--- src/adc_sel_cfg.svh ---
// Constants for the input selection decoder: field positions and reset values.
`ifndef ADC_SEL_CFG_SVH
`define ADC_SEL_CFG_SVH
`define CFG_DATA_W        12
`define CFG_REG_W         10
`define CFG_REGSEL_LSB    10
`define CFG_REGSEL_CR0    2'h0
`define CFG_REGSEL_CR1    2'h1
`define CFG_PICK_LSB      3
`define CFG_PCLO_BIT      5
`define CFG_PCHI_BIT      6
`define CFG_SCAN_BIT      7
`define CFG_SELF_LSB      8
`define CFG_CR0_RESET     10'h020
`define CFG_CR1_RESET     10'h030
`endif

--- src/adc_sel_pkg.sv ---
// Types shared by the input selection decoder.
package adc_sel_pkg;
  // One converted channel: a single input or a differential pair.
  typedef enum logic [2:0] {
    CH_FIRST_PLUS,
    CH_FIRST_MINUS,
    CH_SECOND_PLUS,
    CH_SECOND_MINUS,
    CH_FIRST_DIFF,
    CH_SECOND_DIFF
  } chan_t;
  // Source actually fed to the converter.
  typedef enum logic [1:0] {
    SRC_INPUTS,
    SRC_UPPER_REF,
    SRC_MID_REF,
    SRC_LOWER_REF
  } source_t;
endpackage : adc_sel_pkg

--- src/adc_input_select_decoder.sv ---
// Input selection and self-check decoder for the converter's first register.
// How it works
// Bits 3 to 7 of the first register decide which inputs convert.
// Plain code 000xx picks one single-ended input by pick bits.
// Code 0010x converts first or second pair differentially.
// Scan code 10001 alternates first-pair plus and minus.
// Scan code 10010 cycles first plus, first minus, second plus.
// Scan code 10011 cycles all four single-ended inputs in order.
// Scan code 10101 alternates first plus and second pair differential.
// Scan code 10110 cycles first plus, first minus, second differential.
// Scan code 11001 alternates first and second differential pairs.
// Without scan, the low pair-count bit picks differential mode.
// Autoscan only when the scan bit is set and several channels run.
// Bits 8 and 9 choose normal inputs or one of three references.
// Host writes value on bits 0-9, register select on bits 10-11.
// Host writes no reserved selection code; their result is undefined.
// Each scan step yields one result, in listed channel order.
`timescale 1ns/1ps
`include "adc_sel_cfg.svh"
module adc_input_select_decoder
  import adc_sel_pkg::*;
(
  input  wire logic                   i_clk,
  input  wire logic                   i_resetn,
  input  wire logic                   i_ce,
  input  wire logic                   i_wr_stb,
  input  wire logic [`CFG_DATA_W-1:0] i_wr_data,
  input  wire logic                   i_conv_done,
  output logic      [`CFG_REG_W-1:0]  o_sel_cfg,
  output chan_t                       o_chan,
  output source_t                     o_source,
  output logic      [2:0]             o_seq_len,
  output logic      [1:0]             o_step,
  output logic                        o_scan_active,
  output logic                        o_code_reserved
);

  // Whole state of the block.
  typedef struct packed {
    logic [`CFG_REG_W-1:0] cr0;
    logic [1:0]            step;
  } state_t;

  state_t st_q;
  state_t st_d;

  // Channel sequence for a five-bit selection code.
  function automatic chan_t seq_chan(input logic [4:0] code,
                                     input logic [1:0] step);
    chan_t c;
    c = CH_FIRST_PLUS;
    case (code)
      5'h00: c = CH_FIRST_PLUS;
      5'h01: c = CH_FIRST_MINUS;
      5'h02: c = CH_SECOND_PLUS;
      5'h03: c = CH_SECOND_MINUS;
      5'h04: c = CH_FIRST_DIFF;
      5'h05: c = CH_SECOND_DIFF;
      5'h11: c = step[0] ? CH_FIRST_MINUS : CH_FIRST_PLUS;
      5'h12: c = chan_t'(step);
      5'h13: c = chan_t'(step);
      5'h15: c = step[0] ? CH_SECOND_DIFF : CH_FIRST_PLUS;
      5'h16: c = (step == 2'h2) ? CH_SECOND_DIFF : chan_t'(step);
      5'h19: c = step[0] ? CH_SECOND_DIFF : CH_FIRST_DIFF;
      default: c = CH_FIRST_PLUS;
    endcase
    return c;
  endfunction : seq_chan

  // Number of steps in the sequence; zero marks a reserved code.
  function automatic logic [2:0] seq_len(input logic [4:0] code);
    logic [2:0] n;
    n = 3'h0;
    case (code)
      5'h00, 5'h01, 5'h02, 5'h03, 5'h04, 5'h05: n = 3'h1;
      5'h11, 5'h15, 5'h19: n = 3'h2;
      5'h12, 5'h16: n = 3'h3;
      5'h13: n = 3'h4;
      default: n = 3'h0;
    endcase
    return n;
  endfunction : seq_len

  logic [4:0] code;
  logic [2:0] len;
  logic       cr0_write;

  // Selection field and register decode of a host write.
  assign code = st_q.cr0[`CFG_SCAN_BIT:`CFG_PICK_LSB];
  assign len  = seq_len(code);
  assign cr0_write = i_wr_stb &&
    (i_wr_data[`CFG_DATA_W-1:`CFG_REGSEL_LSB] == `CFG_REGSEL_CR0);

  // Next state: load the register, advance the step per conversion.
  always_comb
  begin
    st_d = st_q;
    if (i_ce)
    begin
      if (cr0_write)
      begin
        st_d.cr0  = i_wr_data[`CFG_REG_W-1:0];
        st_d.step = 2'h0;
      end
      else if (i_conv_done)
      begin
        if (len < 3'h2 || {1'b0, st_q.step} == len - 3'h1)
          st_d.step = 2'h0;
        else
          st_d.step = st_q.step + 2'h1;
      end
    end
  end

  // State register.
  always_ff @(posedge i_clk or negedge i_resetn)
  begin
    if (!i_resetn)
    begin
      st_q.cr0  <= `CFG_CR0_RESET;
      st_q.step <= 2'h0;
    end
    else
    begin
      st_q <= st_d;
    end
  end

  // Outputs decoded from registered state.
  assign o_sel_cfg       = st_q.cr0;
  assign o_chan          = seq_chan(code, st_q.step);
  assign o_source        =
    source_t'(st_q.cr0[`CFG_SELF_LSB+1:`CFG_SELF_LSB]);
  assign o_seq_len       = len;
  assign o_step          = st_q.step;
  assign o_scan_active   = st_q.cr0[`CFG_SCAN_BIT] && (len > 3'h1);
  assign o_code_reserved = (len == 3'h0);
endmodule : adc_input_select_decoder

--- config.mk ---
export PLATFORM = sky130hd
export DESIGN_NAME = adc_input_select_decoder
export DESIGN_NICKNAME = d
export VERILOG_FILES = /design/src/adc_sel_pkg.sv /design/src/adc_input_select_decoder.sv
export VERILOG_INCLUDE_DIRS = /design/src
export SDC_FILE = /design/constraint.sdc
export NUM_CORES = 1
export LEC_CHECK = 0
export BUFFER_PORTS_ARGS = -buffer_cell sky130_fd_sc_hd__buf_2
export CAP_MARGIN = 20
export CORE_MARGIN = 2
export CORE_UTILIZATION = 42
export DETAILED_ROUTE_END_ITERATION = 7
export PLACE_DENSITY = 0.75
export SLEW_MARGIN = 20
export SYNTH_ARGS = -nofsm -noshare
export SYNTH_HDL_FRONTEND = slang
export SYNTH_SLANG_ARGS = --single-unit
--- constraint.sdc ---
create_clock -name i_clk -period 2.6 [get_ports i_clk]
set_input_delay 0.52 -clock i_clk [delete_from_list [all_inputs] [get_ports i_clk]]
set_output_delay 0.52 -clock i_clk [all_outputs]
set_load 0.05 [all_outputs]
==> reports/qor.csv <==
stage,metric,value,unit
run_status,status,"finished, final reports clean",
sta,skew,0.00724,ns
clock_tree,clockBufferDepth,2,
die,die_x,50.2,um
global_route,grt-ovfl-total,0,
power_and_ir_drop,p_leak,0.609,nW
sta,setup_viol,0,
clock_tree,cts_tree,done,
sta,rsz0062_at_grt,false,
drt,avgViaCountPerCell,5.17,
die,die_h,50.2,um
placement,dp.cells,156,
global_route,antenna_found_initial,0,
clock_tree,clock_sinks,12,
global_route,grt_max_degree,15,
sta,final_max_slew_viol_count,0,
die,die_area,2520,um2
cells_and_area,multiInputGateArea,592,um2
power_and_ir_drop,intPower,0.538,mW
drt,drcViolationCount,0,
cells_and_area,final_cell_mix,"37 x buf_2, 11 x nand2_1, 7 x inv_1, 7 x ha_1, 7 x dfrtp_1",
drt,vias,837,
cells_and_area,fillerInstances,175,
cells_and_area,drive_above_1_share,57.0,%
placement,gp_congestion,0.776,
drt,wl_per_cell,13.2,um
setup_path,worstSetupPathType,flip-flop to primary output,
power_and_ir_drop,switching_power,0.589,mW
die,io_pins,39,
die,initial_utilization,45.3,%
cells_and_area,seq_area,307,um2
drt,wl,2130,um
cells_and_area,area_growth,37.4,%
sta,max_freq,399,MHz
synthesis,ys_types,34,
synthesis,yosys_warnings,0,
die,rows,16,
placement,port_buffers,38,
power_and_ir_drop,p_seq_share,25.3,%
flow_run,maxCapViolCount,0,
clock_tree,clock_latency,0.26,ns
hold_path,hp-class,input pin to async pin,
synthesis,synth.avg_cell_area,9.44,um2
global_route,grtUsageMet1,21.2,%
clock_tree,cts_root_buf,clkbuf_4,
power_and_ir_drop,combPwrFrac,61.9,%
global_route,grt.total_usage,16.5,%
power_and_ir_drop,power.share.clock,12.8,%
die,core_area,1980,um2
cells_and_area,final_util,62.2,%
setup_path,rr_worst_depth,11,
setup_path,critPathArrivalTime,1.99,ns
sta,worst_slew_pin_slew,0.458,ns
synthesis,ys_ff_latch,12,
clock_tree,clk_pin_slew,0.08,ns
global_route,grt_pass1_vias,794,
power_and_ir_drop,p_per_area,914,nW/um2
sta,fin_crit,2.51,ns
synthesis,syn_area,897,um2
setup_path,crit_fanout,4,
sta,hold_violations,0,
drt,drt_first_iter_violations,20,
global_route,grt_use_met2,28.7,%
placement,dp_hpwl,1680,um
global_route,grt_first_pass_wirelength,3270,um
clock_tree,cts_htree_levels,1,
cells_and_area,nNetsFinal,163,
clock_tree,cts_hold_buf,0,
drt,detail-route-antenna-nets,0,
cells_and_area,final_common_cell,buf_2,
cells_and_area,instances_no_fill,162,
power_and_ir_drop,switching_share,52.3,%
cells_and_area,antenna_cells,0,
sta,period_share,96.4,%
clock_tree,cts_buffers,3,
setup_path,end_kind,primary output,
sta,relSlewSlack,69.5,%
global_route,top_usage_layer,met2,
synthesis,synth_nets,122,
power_and_ir_drop,ir_drop,0.591,mV
setup_path,cp-start-kind,flip-flop,
drt,dr.pass1.iters,4,
setup_path,worstPathRequired,2.08,ns
global_route,grt_util_met3,3.27,%
synthesis,synth_cells,95,
synthesis,synth_seq_area_share,33.6,%
## final cells by class
| class | instances | share of cell area (%) |
|---|---|---|
| Clock buffer | 4 | 2.94 |
| Inverter | 10 | 3.05 |
| Multi-Input combinational cell | 67 | 48.0 |
| Sequential cell | 12 | 24.9 |
| Tap cell | 27 | 2.74 |
| Timing Repair Buffer | 42 | 18.4 |
## logic make-up (layout without fill, tap and decap cells)
kind of cell	after synthesis	in the layout	synth area share, %
AND/OR/NAND/NOR	28	28	16.3
multiplexers	7	7	8.65
XOR/XNOR	1	1	0.976
adder cells (fa/ha/maj)	10	10	13.9
flip-flops	12	12	33.6
buffers and inverters	16	56	8.64
AO/OA/AOI/OAI	21	21	17.9
## power groups by stage
stage	logic (mW)	registers [mW]	clock network [mW]
after floorplan	0.393	0.408	0
after global placement	0.636	0.281	0
after detailed placement	0.651	0.284	0
after CTS	0.663	0.283	0.151
after global routing	0.730	0.291	0.163
final	0.698	0.285	0.144
## registers in the layout (all words and copies together), names as in the netlist
| signal | count |
|---|---|
| o_sel_cfg | 10 |
| o_step | 2 |
## final timing paths
| check | startpoint | to | slack [ns] |
|---|---|---|---|
| max | o_sel_cfg[4]$_DFFE_PN0P_ | o_scan_active | 0.09 |
| min | i_resetn | o_sel_cfg[1]$_DFFE_PN0P_ | 0.12 |
| max reg2reg | o_sel_cfg[3]$_DFFE_PN0P_ | o_step[1]$_DFFE_PN0P_ | 0.15 |
| min reg2reg | o_sel_cfg[0]$_DFFE_PN0P_ | o_sel_cfg[0]$_DFFE_PN0P_ | 0.50 |
| max in group asynchronous | i_resetn | o_sel_cfg[5]$_DFFE_PN1P_ | 2.21 |
| min in group i_clk | i_wr_data[7] | o_sel_cfg[7]$_DFFE_PN0P_ | 0.45 |
## repair_timing
| item | in CTS | in global routing |
|---|---|---|
| buffers inserted | 0 | 2 |
| resized for setup | 5 | 7 |
| hold endpoints to repair | 0 | 0 |
| endpoints found under the setup margin | 1 | 4 |
| pin swaps | 0 | 1 |
## cells in the mapped netlist (all sizes together)
cell    count  share of area [%]
ha         10                 14
a22o        1               0.98
nand2      11                4.6
nor2b       2                2.2
and2        2                1.4
nand3b      1               0.84
nand3       1               0.56
o32ai       1               0.98
o21ai       8                4.5
a21oi       4                2.2
mux2i       1                1.1
mux2        6                7.5
dfstp       1                2.9
and3b       1               0.98
nand2b      1               0.70
clkbuf      2               0.98
a311oi      1                2.9
o32a        1                1.3
dfrtp      11                 31
o31ai       2                2.2
xnor2       1               0.98
o41ai       2                2.0
buf         4                3.5
o21a        1               0.84
inv        10                4.2
nor3b       1               0.84
nor2        6                2.5
and3        2                1.7
## critical path, stage by stage (launching register included)
cell	delay (ns)
dfrtp_2	0.41
buf_4	0.16
ha_4	0.17
nor2b_4	0.13
a311oi_4	0.06
buf_4	0.17
ha_2	0.19
o31ai_4	0.24
buf_6	0.19
## stage by stage
stage,setup WS [ns],area [um2],hold slack (ns),setup TNS [ns],power (mW)
floorplan,-0.253,937,0.224,-0.677,0.802
global placement,0.199,1140,0.409,0,0.917
detailed placement,0.0673,1140,0.412,0,0.935
CTS,0.0316,1190,0.119,0,1.10
global route,0.00419,1230,0.118,0,1.19
finish,0.0931,1230,0.116,0,1.13
## metal layers
layer	share of wire, %	vias up
met3	7.2	2
met5	0	-
met1	43	391
li1	-	402
met2	50	42
met4	0.28	0
Note: power is estimated with default switching activity, not from simulation.
